`src/rtl/sdf_consts.svh`:
```
// Purpose: constants for the sensor diagnostics and flags block
// Assumes: 25 MHz system clock
// Notes:   offsets, field positions, reset values and timing counts
`ifndef SDF_CONSTS_SVH
`define SDF_CONSTS_SVH

// ==========================================================
// Timing
`define SDF_CLK_HZ            25000000
`define SDF_SELF_TEST_MS      30
`define SDF_SELF_TEST_CYC     ((`SDF_CLK_HZ / 1000) * `SDF_SELF_TEST_MS)

// ==========================================================
// Logic self-test geometry
`define SDF_NUM_CHAINS        31
`define SDF_LFSR_W            31
`define SDF_MISR_W            31
`define SDF_CHAIN_LEN         16
`define SDF_LFSR_SEED         31'h0000_0001
`define SDF_MISR_SEED         31'h0000_0000
`define SDF_GOLDEN_SIG        31'h1234_5678

// ==========================================================
// Field thresholds
`define SDF_THR_W             6
`define SDF_FIELD_W           12
`define SDF_HI_STEP_G         32
`define SDF_LO_STEP_G         16
`define SDF_HI_THR_RST        6'h25
`define SDF_LO_THR_RST        6'h0D

// ==========================================================
// Angles, 4096 codes per turn
`define SDF_ANGLE_W           12
`define SDF_WAKE_TRAVEL_CODES 12'h600
`define SDF_WAKE_THR_W        11
`define SDF_WAKE_THR_RST      11'h29F
`define SDF_TURNS_MAX         9'h100

// ==========================================================
// Angle register
`define SDF_ANGLE_ADDR        8'h20

// ==========================================================
// Error register bit positions
`define SDF_ERR_W             12
`define SDF_E_STF             0
`define SDF_E_UVD             1
`define SDF_E_MSL             2
`define SDF_E_OFE             3
`define SDF_E_EUE             4
`define SDF_E_PLK             5
`define SDF_E_ZIE             6
`define SDF_E_RST             7
`define SDF_E_ENC             8
`define SDF_E_UVA             9
`define SDF_E_AVG             10
// Warning register bit positions
`define SDF_WARN_W            8
`define SDF_W_MSH             0
`define SDF_W_ESE             1
`define SDF_W_TOV             2
`define SDF_W_TCW             3
`define SDF_W_FMT             4
`define SDF_W_CRC             5
`define SDF_W_TMP             6

`endif

```
`src/rtl/sdf_pkg.sv`:
```
// Purpose: types for the sensor diagnostics and flags block
// Assumes: sdf_consts.svh
// Notes:   event and report bundles
package sdf_pkg;
`include "sdf_consts.svh"

	// ==========================================================
	// Raw fault events from the sensor core
	typedef struct packed {
		logic supply_low;
		logic osc_mismatch;
		logic ecc_single;
		logic ecc_multi;
		logic pll_unlock;
		logic zero_cross_bad;
		logic power_lost;
		logic analog_drift;
		logic temp_out;
		logic spi_bad_count;
		logic spi_msb_set;
		logic spi_crc_bad;
	} sdf_events_t;

	// ==========================================================
	// Summary bits for the angle register
	typedef struct packed {
		logic general_error_bit;
		logic undervolt_summary_bit;
	} sdf_summary_t;

	typedef enum {SDF_IDLE, SDF_RUN, SDF_DONE} sdf_bist_state_t;
endpackage : sdf_pkg

```
`src/rtl/sdf_lbist.sv`:
```
// Purpose: logic self-test, 31 scan chains, LFSR source, MISR sink
// Assumes: chain outputs arrive from the scanned logic
// Notes:   signature compared to a golden value at the end
`timescale 1ns/10ps
`include "sdf_consts.svh"
module sdf_lbist #(
	parameter int CHAINS = `SDF_NUM_CHAINS,
	parameter int LEN    = `SDF_CHAIN_LEN
) (
	// Clock and reset
	input  wire logic              sys_clk_in,
	input  wire logic              rst_in,
	// Control
	input  wire logic              start_in,
	// Scan
	output logic [CHAINS-1:0]      scan_in_out,
	input  wire logic [CHAINS-1:0] scan_out_in,
	// Result
	output logic                   done_out,
	output logic                   fail_out
);
	import sdf_pkg::*;

	initial begin
		if (CHAINS != `SDF_LFSR_W || LEN < 1)
			$error("sdf_lbist: unsupported geometry");
	end

	typedef struct packed {
		logic [30:0] lfsr;
		logic [30:0] misr;
		logic [15:0] cnt;
		logic        busy;
		logic        done;
		logic        fail;
	} sdf_lb_t;

	sdf_lb_t s_q;
	sdf_lb_t s_d;

	always_comb begin
		s_d = s_q;
		s_d.done = 1'b0;
		if (start_in && !s_q.busy) begin
			s_d.busy = 1'b1;
			s_d.lfsr = `SDF_LFSR_SEED;
			s_d.misr = `SDF_MISR_SEED;
			s_d.cnt  = 16'h0000;
		end else if (s_q.busy) begin
			// x^31 + x^28 + 1
			s_d.lfsr = {s_q.lfsr[29:0], s_q.lfsr[30] ^ s_q.lfsr[27]};
			s_d.misr = {s_q.misr[29:0], s_q.misr[30] ^ s_q.misr[27]} ^ scan_out_in;
			s_d.cnt  = s_q.cnt + 16'h0001;
			if (s_q.cnt == 16'(LEN - 1)) begin
				s_d.busy = 1'b0;
				s_d.done = 1'b1;
				s_d.fail = (s_d.misr != `SDF_GOLDEN_SIG);
			end
		end
	end

	always_ff @(posedge sys_clk_in) begin
		if (rst_in)
			s_q <= '0;
		else
			s_q <= s_d;
	end

	assign scan_in_out = s_q.lfsr;
	assign done_out    = s_q.done;
	assign fail_out    = s_q.fail;

	a_lb_len: assert property (@(posedge sys_clk_in) disable iff (rst_in)
		(start_in && !s_q.busy) |=> s_q.busy [*1] ##(LEN) s_q.done)
		else $error("lbist length wrong");
endmodule : sdf_lbist

```
`src/rtl/sdf_field_check.sv`:
```
// Purpose: field threshold comparison
// Assumes: field in gauss, code zero disables a check
// Notes:   registered flags
`timescale 1ns/10ps
`include "sdf_consts.svh"
module sdf_field_check (
	// Clock and reset
	input  wire logic        sys_clk_in,
	input  wire logic        rst_in,
	// Inputs
	input  wire logic [11:0] field_in,
	input  wire logic [5:0]  thr_hi_in,
	input  wire logic [5:0]  thr_lo_in,
	// Flags
	output logic             high_out,
	output logic             low_out
);
	import sdf_pkg::*;

	function automatic logic [11:0] sdf_scale(input logic [5:0] c, input int step);
		sdf_scale = 12'(int'(c) * step);
	endfunction : sdf_scale

	typedef struct packed {
		logic hi;
		logic lo;
	} sdf_fc_t;

	sdf_fc_t s_q;
	sdf_fc_t s_d;

	always_comb begin
		s_d.hi = (thr_hi_in != 6'h00) && (field_in > sdf_scale(thr_hi_in, `SDF_HI_STEP_G));
		s_d.lo = (thr_lo_in != 6'h00) && (field_in < sdf_scale(thr_lo_in, `SDF_LO_STEP_G));
	end

	always_ff @(posedge sys_clk_in) begin
		if (rst_in)
			s_q <= '0;
		else
			s_q <= s_d;
	end

	assign high_out = s_q.hi;
	assign low_out  = s_q.lo;
endmodule : sdf_field_check

```
`src/rtl/sdf_diag.sv`:
```
// Function
// - Self-tests run at power-up or on command
// - Either self-test failing sets failure flag
// - Transducer self-test takes about 30 ms
// - 31 chains fed by 31-bit LFSR
// - MISR compresses chains into 31-bit signature
// - All flags readable by host
// - Unmasked error sets general error bit
// - Supply low sets undervolt and summary bits
// - Field above high threshold sets warning
// - Field below low threshold sets error
// - Oscillator mismatch sets error flag
// - EEPROM single-bit warns, multi-bit errors
// - PLL unlock or zero-cross failure flagged
// - Supply loss sets reset-indication bit
// - Skipped encoder state sets integrity bit
// - Regulator drift sets analog undervolt bits
// - Turns counter saturation sets overflow warning
// - Wake travel over 135 degrees warns
// - Stay awake while angle change exceeds threshold
// - Averaging span over two quadrants errors
// - Bad clock count or MSB warns
// - Checksum failure warns in 20-bit frames when checking enabled
//
// Purpose: diagnostic flags and self-test sequencing
// Assumes: sensor core supplies events as one-cycle pulses or levels
// Notes:   flags stick until host clear pulse; set wins over clear
`timescale 1ns/10ps
`include "sdf_consts.svh"
module sdf_diag #(
	parameter int ST_CYCLES = `SDF_SELF_TEST_CYC,
	parameter int CHAIN_LEN = `SDF_CHAIN_LEN
) (
	// Clock and reset
	input  wire logic                   sys_clk_in,
	input  wire logic                   rst_in,
	// Self-test configuration and command
	input  wire logic                   lbist_at_powerup_in,
	input  wire logic                   xdcr_at_powerup_in,
	input  wire logic                   self_test_disable_in,
	input  wire logic                   self_test_cmd_in,
	input  wire logic                   xdcr_pass_in,
	input  wire logic [30:0]            scan_out_in,
	output logic      [30:0]            scan_in_out,
	output logic                        self_test_busy_out,
	// Sensor events
	input  wire sdf_pkg::sdf_events_t   events_in,
	input  wire logic [11:0]            field_in,
	input  wire logic [5:0]             thr_hi_in,
	input  wire logic [5:0]             thr_lo_in,
	input  wire logic [11:0]            angle_in,
	input  wire logic                   angle_valid_in,
	input  wire logic [1:0]             enc_state_in,
	input  wire logic                   avg_start_in,
	input  wire logic                   turn_step_in,
	input  wire logic                   turns_clear_in,
	input  wire logic                   low_power_state_in,
	input  wire logic                   wake_sample_in,
	input  wire logic [10:0]            wake_angle_threshold_in,
	input  wire logic                   checksum_check_enable_in,
	input  wire logic                   frame_20bit_in,
	// Host access
	input  wire logic [11:0]            err_mask_in,
	input  wire logic [7:0]             warn_mask_in,
	input  wire logic                   flag_clear_in,
	output logic      [11:0]            err_flags_out,
	output logic      [7:0]             warn_flags_out,
	output sdf_pkg::sdf_summary_t       summary_out,
	output logic                        stay_awake_out,
	output logic      [8:0]             turns_out
);
	import sdf_pkg::*;

	initial begin
		if (ST_CYCLES < 1 || CHAIN_LEN < 1)
			$error("sdf_diag: counts must be positive");
	end

	// ==========================================================
	// Helpers
	function automatic logic [11:0] sdf_adiff(input logic [11:0] a, input logic [11:0] b);
		logic [11:0] d;
		d = a - b;
		sdf_adiff = d[11] ? 12'(-d) : d;
	endfunction : sdf_adiff

	// ==========================================================
	// State
	typedef struct packed {
		sdf_bist_state_t st;
		logic [31:0]     st_cnt;
		logic            pwrup_done;
		logic            lb_fail;
		logic [11:0]     err;
		logic [7:0]      warn;
		sdf_summary_t    sum;
		logic [1:0]      enc_prev;
		logic [11:0]     wake_prev;
		logic            wake_seen;
		logic            awake;
		logic [11:0]     avg_first;
		logic [1:0]      avg_quads;
		logic            avg_on;
		logic [8:0]      turns;
	} sdf_diag_t;

	sdf_diag_t s_q;
	sdf_diag_t s_d;

	logic        lb_start;
	logic        lb_done;
	logic        lb_fail;
	logic        f_hi;
	logic        f_lo;
	logic [11:0] err_set;
	logic [7:0]  warn_set;
	logic [11:0] wdiff;
	logic [1:0]  qdist;
	logic [1:0]  qnow;
	logic        enc_skip;

	// ==========================================================
	// Submodules
	sdf_lbist #(
		.CHAINS (`SDF_NUM_CHAINS),
		.LEN    (CHAIN_LEN)
	) u_lbist (
		.sys_clk_in  (sys_clk_in),
		.rst_in      (rst_in),
		.start_in    (lb_start),
		.scan_in_out (scan_in_out),
		.scan_out_in (scan_out_in),
		.done_out    (lb_done),
		.fail_out    (lb_fail)
	);

	sdf_field_check u_field (
		.sys_clk_in (sys_clk_in),
		.rst_in     (rst_in),
		.field_in   (field_in),
		.thr_hi_in  (thr_hi_in),
		.thr_lo_in  (thr_lo_in),
		.high_out   (f_hi),
		.low_out    (f_lo)
	);

	// ==========================================================
	// Event decode
	always_comb begin
		wdiff    = sdf_adiff(angle_in, s_q.wake_prev);
		qnow     = angle_in[11:10];
		qdist    = qnow - s_q.avg_first[11:10];
		enc_skip = (enc_state_in[0] != s_q.enc_prev[0]) && (enc_state_in[1] != s_q.enc_prev[1]);
		lb_start = 1'b0;
		if (s_q.st == SDF_IDLE) begin
			if (!s_q.pwrup_done && (lbist_at_powerup_in || xdcr_at_powerup_in))
				lb_start = lbist_at_powerup_in;
			else if (self_test_cmd_in && !self_test_disable_in)
				lb_start = 1'b1;
		end
		err_set = '0;
		err_set[`SDF_E_UVD] = events_in.supply_low;
		err_set[`SDF_E_MSL] = f_lo;
		err_set[`SDF_E_OFE] = events_in.osc_mismatch;
		err_set[`SDF_E_EUE] = events_in.ecc_multi;
		err_set[`SDF_E_PLK] = events_in.pll_unlock;
		err_set[`SDF_E_ZIE] = events_in.zero_cross_bad;
		err_set[`SDF_E_RST] = events_in.power_lost;
		err_set[`SDF_E_ENC] = enc_skip;
		err_set[`SDF_E_UVA] = events_in.analog_drift;
		err_set[`SDF_E_AVG] = angle_valid_in && s_q.avg_on && (qdist == 2'h2);
		err_set[`SDF_E_STF] = (s_q.st == SDF_RUN) && s_q.st_cnt == 32'h0
			&& (s_q.lb_fail || !xdcr_pass_in);
		warn_set = '0;
		warn_set[`SDF_W_MSH] = f_hi;
		warn_set[`SDF_W_ESE] = events_in.ecc_single;
		warn_set[`SDF_W_TOV] = turn_step_in && (s_q.turns == `SDF_TURNS_MAX);
		warn_set[`SDF_W_TCW] = low_power_state_in && wake_sample_in && s_q.wake_seen
			&& (wdiff > `SDF_WAKE_TRAVEL_CODES);
		warn_set[`SDF_W_FMT] = events_in.spi_bad_count || events_in.spi_msb_set;
		warn_set[`SDF_W_CRC] = frame_20bit_in && checksum_check_enable_in && events_in.spi_crc_bad;
		warn_set[`SDF_W_TMP] = events_in.temp_out;
	end

	// ==========================================================
	// Next state
	always_comb begin
		s_d = s_q;
		// Self-test sequencer
		case (s_q.st)
			SDF_IDLE: begin
				if ((!s_q.pwrup_done && (lbist_at_powerup_in || xdcr_at_powerup_in))
					|| (self_test_cmd_in && !self_test_disable_in)) begin
					s_d.st      = SDF_RUN;
					s_d.st_cnt  = 32'(ST_CYCLES - 1);
					s_d.lb_fail = 1'b0;
				end
				s_d.pwrup_done = 1'b1;
			end
			SDF_RUN: begin
				if (lb_done)
					s_d.lb_fail = lb_fail;
				if (s_q.st_cnt == 32'h0)
					s_d.st = SDF_DONE;
				else
					s_d.st_cnt = s_q.st_cnt - 32'h1;
			end
			SDF_DONE: s_d.st = SDF_IDLE;
			default:  s_d.st = SDF_IDLE;
		endcase

		// Sticky flags, set wins over clear
		s_d.err  = (flag_clear_in ? '0 : s_q.err) | err_set;
		s_d.warn = (flag_clear_in ? '0 : s_q.warn) | warn_set;
		s_d.err[11] = 1'b0;
		s_d.warn[7] = 1'b0;

		// Turns counter, saturating
		if (turns_clear_in)
			s_d.turns = 9'h000;
		else if (turn_step_in && s_q.turns != `SDF_TURNS_MAX)
			s_d.turns = s_q.turns + 9'h001;

		// Encoder history
		s_d.enc_prev = enc_state_in;

		// Wake tracking
		if (!low_power_state_in) begin
			s_d.wake_seen = 1'b0;
			s_d.awake     = 1'b0;
		end else if (wake_sample_in) begin
			s_d.wake_prev = angle_in;
			s_d.wake_seen = 1'b1;
			s_d.awake     = s_q.wake_seen && (wdiff > {1'b0, wake_angle_threshold_in});
		end

		// Averaging window
		if (avg_start_in) begin
			s_d.avg_first = angle_in;
			s_d.avg_on    = 1'b1;
		end

		// Summary, from the flags about to be registered
		s_d.sum.general_error_bit = |(s_d.err & ~err_mask_in) | |(s_d.warn & ~warn_mask_in);
		s_d.sum.undervolt_summary_bit = (s_d.err[`SDF_E_UVD] & ~err_mask_in[`SDF_E_UVD])
			| (s_d.err[`SDF_E_UVA] & ~err_mask_in[`SDF_E_UVA]);
	end

	always_ff @(posedge sys_clk_in) begin
		if (rst_in)
			s_q <= '0;
		else
			s_q <= s_d;
	end

	// ==========================================================
	// Outputs
	assign err_flags_out      = s_q.err;
	assign warn_flags_out     = s_q.warn;
	assign summary_out        = s_q.sum;
	assign self_test_busy_out = (s_q.st == SDF_RUN);
	assign stay_awake_out     = s_q.awake;
	assign turns_out          = s_q.turns;

	// ==========================================================
	// Checks
	a_st_fail: assert property (@(posedge sys_clk_in) disable iff (rst_in)
		err_set[`SDF_E_STF] |=> s_q.err[`SDF_E_STF])
		else $error("self-test failure not flagged");
	a_st_start: assert property (@(posedge sys_clk_in) disable iff (rst_in)
		(s_q.st == SDF_IDLE && self_test_cmd_in && !self_test_disable_in) |=> s_q.st == SDF_RUN)
		else $error("self-test command ignored");
	a_uvd_flag: assert property (@(posedge sys_clk_in) disable iff (rst_in)
		events_in.supply_low |=> s_q.err[`SDF_E_UVD])
		else $error("undervolt not flagged");
	a_gen_err: assert property (@(posedge sys_clk_in) disable iff (rst_in)
		summary_out.general_error_bit == (|(s_q.err & ~$past(err_mask_in)) | |(s_q.warn & ~$past(warn_mask_in))))
		else $error("general error mismatch");
	a_osc_flag: assert property (@(posedge sys_clk_in) disable iff (rst_in)
		events_in.osc_mismatch |=> s_q.err[`SDF_E_OFE])
		else $error("oscillator flag missing");
	a_tov_sat: assert property (@(posedge sys_clk_in) disable iff (rst_in)
		s_q.turns <= `SDF_TURNS_MAX)
		else $error("turns counter overran");
	a_fmt_flag: assert property (@(posedge sys_clk_in) disable iff (rst_in)
		events_in.spi_msb_set |=> s_q.warn[`SDF_W_FMT])
		else $error("frame error not flagged");
	a_crc_gate: assert property (@(posedge sys_clk_in) disable iff (rst_in)
		(!checksum_check_enable_in && !s_q.warn[`SDF_W_CRC]) |=> !s_q.warn[`SDF_W_CRC])
		else $error("checksum flag set while disabled");
	c_self_test: cover property (@(posedge sys_clk_in) s_q.st == SDF_RUN ##1 s_q.st == SDF_DONE);
	c_gen_err:   cover property (@(posedge sys_clk_in) summary_out.general_error_bit);
	c_awake:     cover property (@(posedge sys_clk_in) stay_awake_out);
endmodule : sdf_diag

```
`config.mk`:
```
export PLATFORM = sky130hd
export DESIGN_NAME = sdf_diag
export DESIGN_NICKNAME = d
export VERILOG_FILES = /design/src/rtl/sdf_pkg.sv /design/src/rtl/sdf_lbist.sv /design/src/rtl/sdf_field_check.sv /design/src/rtl/sdf_diag.sv
export VERILOG_INCLUDE_DIRS = /design/src /design/src/rtl
export SDC_FILE = /design/constraint.sdc
export NUM_CORES = 1
export LEC_CHECK = 0
export BUFFER_PORTS_ARGS = -buffer_cell sky130_fd_sc_hd__buf_2
export CAP_MARGIN = 10
export CORE_MARGIN = 10
export CORE_UTILIZATION = 30
export DETAILED_ROUTE_END_ITERATION = 10
export SYNTH_ARGS = -nofsm -noshare
export SYNTH_HDL_FRONTEND = slang
export SYNTH_SLANG_ARGS = --single-unit
```
`constraint.sdc`:
```
create_clock -name sys_clk_in -period 11.3 [get_ports sys_clk_in]
set_clock_uncertainty 0.2 [all_clocks]
set_input_delay 0.565 -clock sys_clk_in [delete_from_list [all_inputs] [get_ports sys_clk_in]]
set_output_delay 0.565 -clock sys_clk_in [all_outputs]
set_load 0.005 [all_outputs]
```
==> flow_summary.toml, run 1 <==
[final_layout]
fillers = 3011
final_cells = 1545
syn_to_final_growth_pct = 17.2
drive_gt1_share_pct = 20.4
final_common_cell = "buf_2"
fin_nets = 1310
layout_common_cells = "187 x buf_2, 166 x dfxtp_1, 165 x nor2_1"
design_area_um2 = 10200

[clock_tree]
ctsHoldBuffers = 0
cts_sinks = 167
cts_tree = "built"
htreeDepth = 4
clkSlewWorstSetupHoldPaths_ns = 0.08
clk_latency_ns = 0.44
cts.repair.resized = 0
numCtsBuffers = 17
cts_root_buffer = "clkbuf_16"
postCtsSetupBuffers = 0
clk_path_buf_depth = 2

[yosys]
synthMuxAreaShare_pct = 4.14
yosys.area_share.simple_pct = 19.9
syn_area_um2 = 8700
synth-main-ff-cell = "dfxtp_1"
syn_inst = 1028
synth.avg_cell_area_um2 = 8.47
ys_seq_area_share_pct = 38.4
synth_compound_area_share_pct = 12.8
synthArstFlopShare_pct = 0
yosys-top-cells-area = "dfxtp_1 38%, nor2_1 7.1%, xnor2_1 5.6%"
ys_ff_latch = 167
synth_enable_flop_cells = 0
synth_top_cell_area_share_pct = 38.4
yosysTopAreaCell = "dfxtp_1"
synth_xor_area_share_pct = 9.86
ys_types = 66
yosys_warnings = 0
synth_top_family_by_area = "simple AND/OR/NAND/NOR gates"
synthAdderAreaFrac_pct = 5.69

[timing]
rsz0062_at_grt = "no"
final.setup.tns_ns = 0
holdWs_ns = 0.144
fmax_mhz = 219
tightestPinTransition_ns = 0.941
setup_viol = 0
slew_violations = 0
slew_headroom_pct = 36.9
period_minus_slack_ns = 4.58
finalHoldViolCount = 0
timing.final.crit_share_pct = 40.5

[critical_path]
cp_data_arrival_time_ns = 4.70
cp-start-kind = "flip-flop"
crit_fanout = 9
startpoint = "s_q[29]"
crit_required_ns = 11.43
worst_setup_path_end_kind = "flip-flop"
max_stage_delay_ns = 0.76
regToRegStartpoint = "s_q[29]"
crit_top_cell = "o21a_1"
cp_slowest_cell = "a211oi_1"
crit_type = "flip-flop to flip-flop"
cp_cell_sequence = "inv_1, ha_1, o211a_1, a21bo_2, a21o_1, and2_1, a211oi_1, nor2_1, xnor2_1, ha_1, o21a_1, o21a_1, o21a_1, o21a_1, o21a_1, o21a_1, o21ai_0, a21oi_1, o211a_1"

[power_and_ir_drop]
vdd_drop_max_v = 0.0000795
cellPowerDensity_nw_per_um2 = 151
p_leak_nw = 4.30

[routing]
routed_wl_mm = 22.4
drc = 0
viasPerCell = 4.69
drt-met1-wl_mm = 9.70
ant_nets = 0
wl_met3_mm = 2.08
top_layer = "met5"
first_pass_iters = 5
avgRoutedWirePerCell_um = 14.5
wl_met2_mm = 10.1
num_vias = 7246
drt-initial-drc-count = 298

[grt]
grt_pass1_wl_mm = 36.1
grt_max_degree = 77
globalRouteOverflowTotal = 0
first_global_vias = 7158
grtUsageTotal_pct = 12.3
antenna_found_initial = 12

[placement]
io_buffers = 187
dp_hpwl_mm = 17.4
dp.cells = 1508
globalplace.congestion = 0.883
placed_area_um2 = 9550

[floorplan]
die_area_um2 = 36200
initial_core_util_pct = 30.3
pin_count = 192
die_h_um = 190
die_x_um = 190
row_count = 62
core-area_um2 = 28700

[worst_hold_path]
hp-start = "events_in[11]"
hold_class = "input port to flip-flop"

[flow_run]
drv_cap = 0

[status]
status = "finished clean"
## sequential cells by signal, summed over array words and instances (netlist names)
register,count
err_flags_out,11
s_q,54
stay_awake_out,1
summary_out,2
turns_out,9
u_field.high_out,1
u_field.low_out,1
u_lbist.done_out,1
u_lbist.fail_out,1
u_lbist.s_q,48
u_lbist.scan_in_out,31
warn_flags_out,7
## per-layer routing
layer  vias up  global-route usage [%]
li1       3711                       -
met1      3305                    14.1
met2       177                    19.6
met3        41                    5.63
met4        12                    4.57
met5         -                       0
## report_power, final
part	internal (mW)	switching [mW]
logic	0.124	0.163
clock network	0.309	0.306
registers	0.618	0.0236
total	1.05	0.493
## worst max-delay path, delay by kind of cell (launching register included)
family	cells	cell delay, ns
XOR/XNOR	1	0.17
buffers and inverters	1	0.04
AND/OR/NAND/NOR	2	0.29
flip-flops	1	0.34
adder cells (fa/ha/maj)	2	0.71
AO/OA/AOI/OAI	13	2.72
## Yosys cell counts, drive strengths merged (9+ instances only)
cell	instances
nand3	19
buf	70
mux2i	36
xor2	42
clkbuf	25
xnor2	56
nor3	25
a211oi	30
nand4	13
nor4	18
ha	38
nand2	71
or3	10
nor2b	9
inv	52
o21a	11
o21ai	19
and3	9
a21oi	60
nand2b	10
nor2	165
dfxtp	167
## through the flow
stage               util [%]  total power [mW]  setup WS, ns
floorplan                  -             0.866          6.84
global placement        33.3             0.940          6.44
detailed placement      33.3             0.944          6.43
CTS                     35.5              1.56          6.73
global route            35.5              1.63          6.40
finish                  35.5              1.54          6.72
## kinds of logic after synthesis
kind of cell / Yosys count
AO/OA/AOI/OAI: 169
XOR/XNOR: 98
adder cells (fa/ha/maj): 39
buffers and inverters: 148
flip-flops: 167
multiplexers: 36
other: 1
AND/OR/NAND/NOR: 370
## worst paths after layout
kind,endpoint,slack [ns],depth (start not counted)
worst min register to register,u_lbist.fail_out,0.26,2
worst max register to register,stay_awake_out,6.72,19
worst min-delay path,err_flags_out[1],0.14,3
worst max-delay path,stay_awake_out,6.72,19
## final cells by class
type                            instances  area (µm²)  area share [%]
Sequential cell                       167        3350            32.8
Inverter                               53         199            1.95
Timing Repair Buffer                  190         958            9.40
Clock buffer                           17         425            4.17
Antenna cell                            5        12.5           0.123
Tap cell                              384         480            4.71
Clock inverter                         15         209            2.05
Multi-Input combinational cell        714        4570            44.8
Power figures use the tool's default switching activity.
==> run 2: changes to the inputs <==
==> constraint.sdc (replaced) <==
create_clock -name sys_clk_in -period 3.85 [get_ports sys_clk_in]
set_clock_uncertainty 0.2 [all_clocks]
set_input_delay 0.1925 -clock sys_clk_in [delete_from_list [all_inputs] [get_ports sys_clk_in]]
set_output_delay 0.1925 -clock sys_clk_in [all_outputs]
set_load 0.005 [all_outputs]
==> flow_summary.toml, run 2 (same netlist as run 1, synthesis figures left out) <==
[placement]
globalplace.congestion = 0.887
io_buffers = 187
dp_hpwl_mm = 18.3

[final_layout]
final_common_cell = "buf_2"
fin_nets = 1420
layout_common_cells = "187 x buf_2, 165 x nor2_1, 162 x dfxtp_1"
antenna_cells = 0
syn_to_final_growth_pct = 29.2
largest_register_ff_count = 54
top_register = "s_q"
fillers = 2918
drive_gt1_share_pct = 22.8

[worst_hold_path]
hold_class = "input port to flip-flop"
min_to = "u_lbist.s_q[2]"
hold_path_depth = 4
hp-start = "xdcr_at_powerup_in"

[critical_path]
r2r_slack_ns = -0.04
worst_setup_path_end_kind = "flip-flop"
crit_required_ns = 3.97
crit_type = "flip-flop to flip-flop"
worstReg2RegEnd = "stay_awake_out"
regToRegStartpoint = "s_q[28]"
cp_data_arrival_time_ns = 4.01
crit_fanout = 3
r2r_cells = 20
cp-start-kind = "flip-flop"

[clock_tree]
htreeDepth = 4
clk_path_buf_depth = 2
clk_latency_ns = 0.42
cts_tree = "built"
cts_sinks = 167
clkSlewWorstSetupHoldPaths_ns = 0.07
numCtsBuffers = 17
cts_root_buffer = "clkbuf_16"

[routing]
first_pass_iters = 7
ant_nets = 0
avgRoutedWirePerCell_um = 14.7
drt-initial-drc-count = 295
drc = 0
viasPerCell = 4.63
num_vias = 7647
routed_wl_mm = 24.2

[floorplan]
core-area_um2 = 28700
die_h_um = 190
die_x_um = 190
pin_count = 192
row_count = 62
die_area_um2 = 36200
initial_core_util_pct = 30.3

[power_and_ir_drop]
vdd_drop_max_v = 0.000206
p_leak_nw = 4.78
cellPowerDensity_nw_per_um2 = 407
finalPower_mw = 4.58

[timing]
timing.final.crit_share_pct = 101
fmax_mhz = 257
tightestPinTransition_ns = 0.914
finalHoldViolCount = 0
slew_violations = 0
rsz0062_at_grt = "yes"
slew_headroom_pct = 39.0
period_minus_slack_ns = 3.89
worst_slack_ns = -0.0382
final.setup.tns_ns = -0.0382
setup_viol = 1

[grt]
antenna_found_initial = 0
grtUsageTotal_pct = 13.1
grt_max_degree = 50
globalRouteOverflowTotal = 0
grt_pass1_wl_mm = 38.9
first_global_vias = 7591

[status]
violations = "setup timing"
status = "finished with violations"

[flow_run]
drv_cap = 0
-- run 2: layout make-up --
class	count	area (µm²)	share of cell area, %
tap	384	480	4.27
clock buffer	17	425	3.78
sequential	167	3350	29.8
timing repair buffer	300	1980	17.6
multi-input combinational	714	4650	41.3
clock inverter	15	160	1.42
inverter	53	199	1.77
-- run 2: metal layers --
layer  routed length, µm  share of wire, %  global-route usage (%)
met1               10800                45                    15.8
met2               10900                45                    21.3
met3                1920               7.9                    4.21
met4                 582               2.4                    5.12
met5                   0                 0                       0
-- run 2: how the worst max path moves through the flow --
stage	slack (ns)	depth (start not counted)	to	start
2_1_floorplan	-0.07	21	stay_awake_out	s_q[29]
5_1_grt	-0.25	20	stay_awake_out	s_q[30]
4_1_cts	-0.02	20	stay_awake_out	s_q[30]
6_report	-0.04	20	stay_awake_out	s_q[28]
3_3_place_gp	-0.15	20	stay_awake_out	s_q[30]
3_5_place_dp	-0.19	20	stay_awake_out	s_q[30]
-- run 2: what timing repair did --
action | 4_1_cts | 5_1_grt
hold endpoints to repair | 86 | 0
hold buffers | 73 | 0
pin swaps | 9 | 6
gates resized for setup | 8 | 5
setup buffers | 1 | 2
endpoints found under the setup margin | 1 | 2
-- run 2: worst max-delay path, stage by stage (launching register included) --
cell and delay (ns):
dfxtp_2 0.33, inv_1 0.06, ha_4 0.26, o211a_1 0.14, a21bo_2 0.23, a21o_1 0.19, and2_4 0.15, a211o_1 0.29
nand2_1 0.07, o21ai_1 0.07, ha_1 0.31, nor2b_1 0.13, o21a_1 0.16, o21a_1 0.16, o21a_1 0.16, o21a_1 0.17
o21a_1 0.16, o21a_1 0.16, o21ai_1 0.12, a21oi_1 0.07, o211a_1 0.20
-- run 2: through the flow --
step | util, % | area, µm² | instances | setup WS (ns) | hold slack [ns]
2_1_floorplan | - | 8730 | 1029 | -0.0749 | 0.110
3_3_place_gp | 34.2 | 9830 | 1542 | -0.152 | 0.218
3_5_place_dp | 34.2 | 9830 | 1542 | -0.188 | 0.226
4_1_cts | 39.0 | 11200 | 1648 | -0.0153 | 0.0196
5_1_grt | 39.2 | 11200 | 1650 | -0.245 | 0.0274
6_report | 39.2 | 11200 | 1650 | -0.0382 | 0.0247
-- run 2: power breakdown --
group          internal (mW)  leakage (nW)  total [mW]  switching [mW]
clock                  0.871         0.279        1.69           0.820
combinational          0.475          3.13       0.992           0.516
sequential              1.82          1.37        1.90          0.0798
total                   3.16          4.78        4.58            1.42
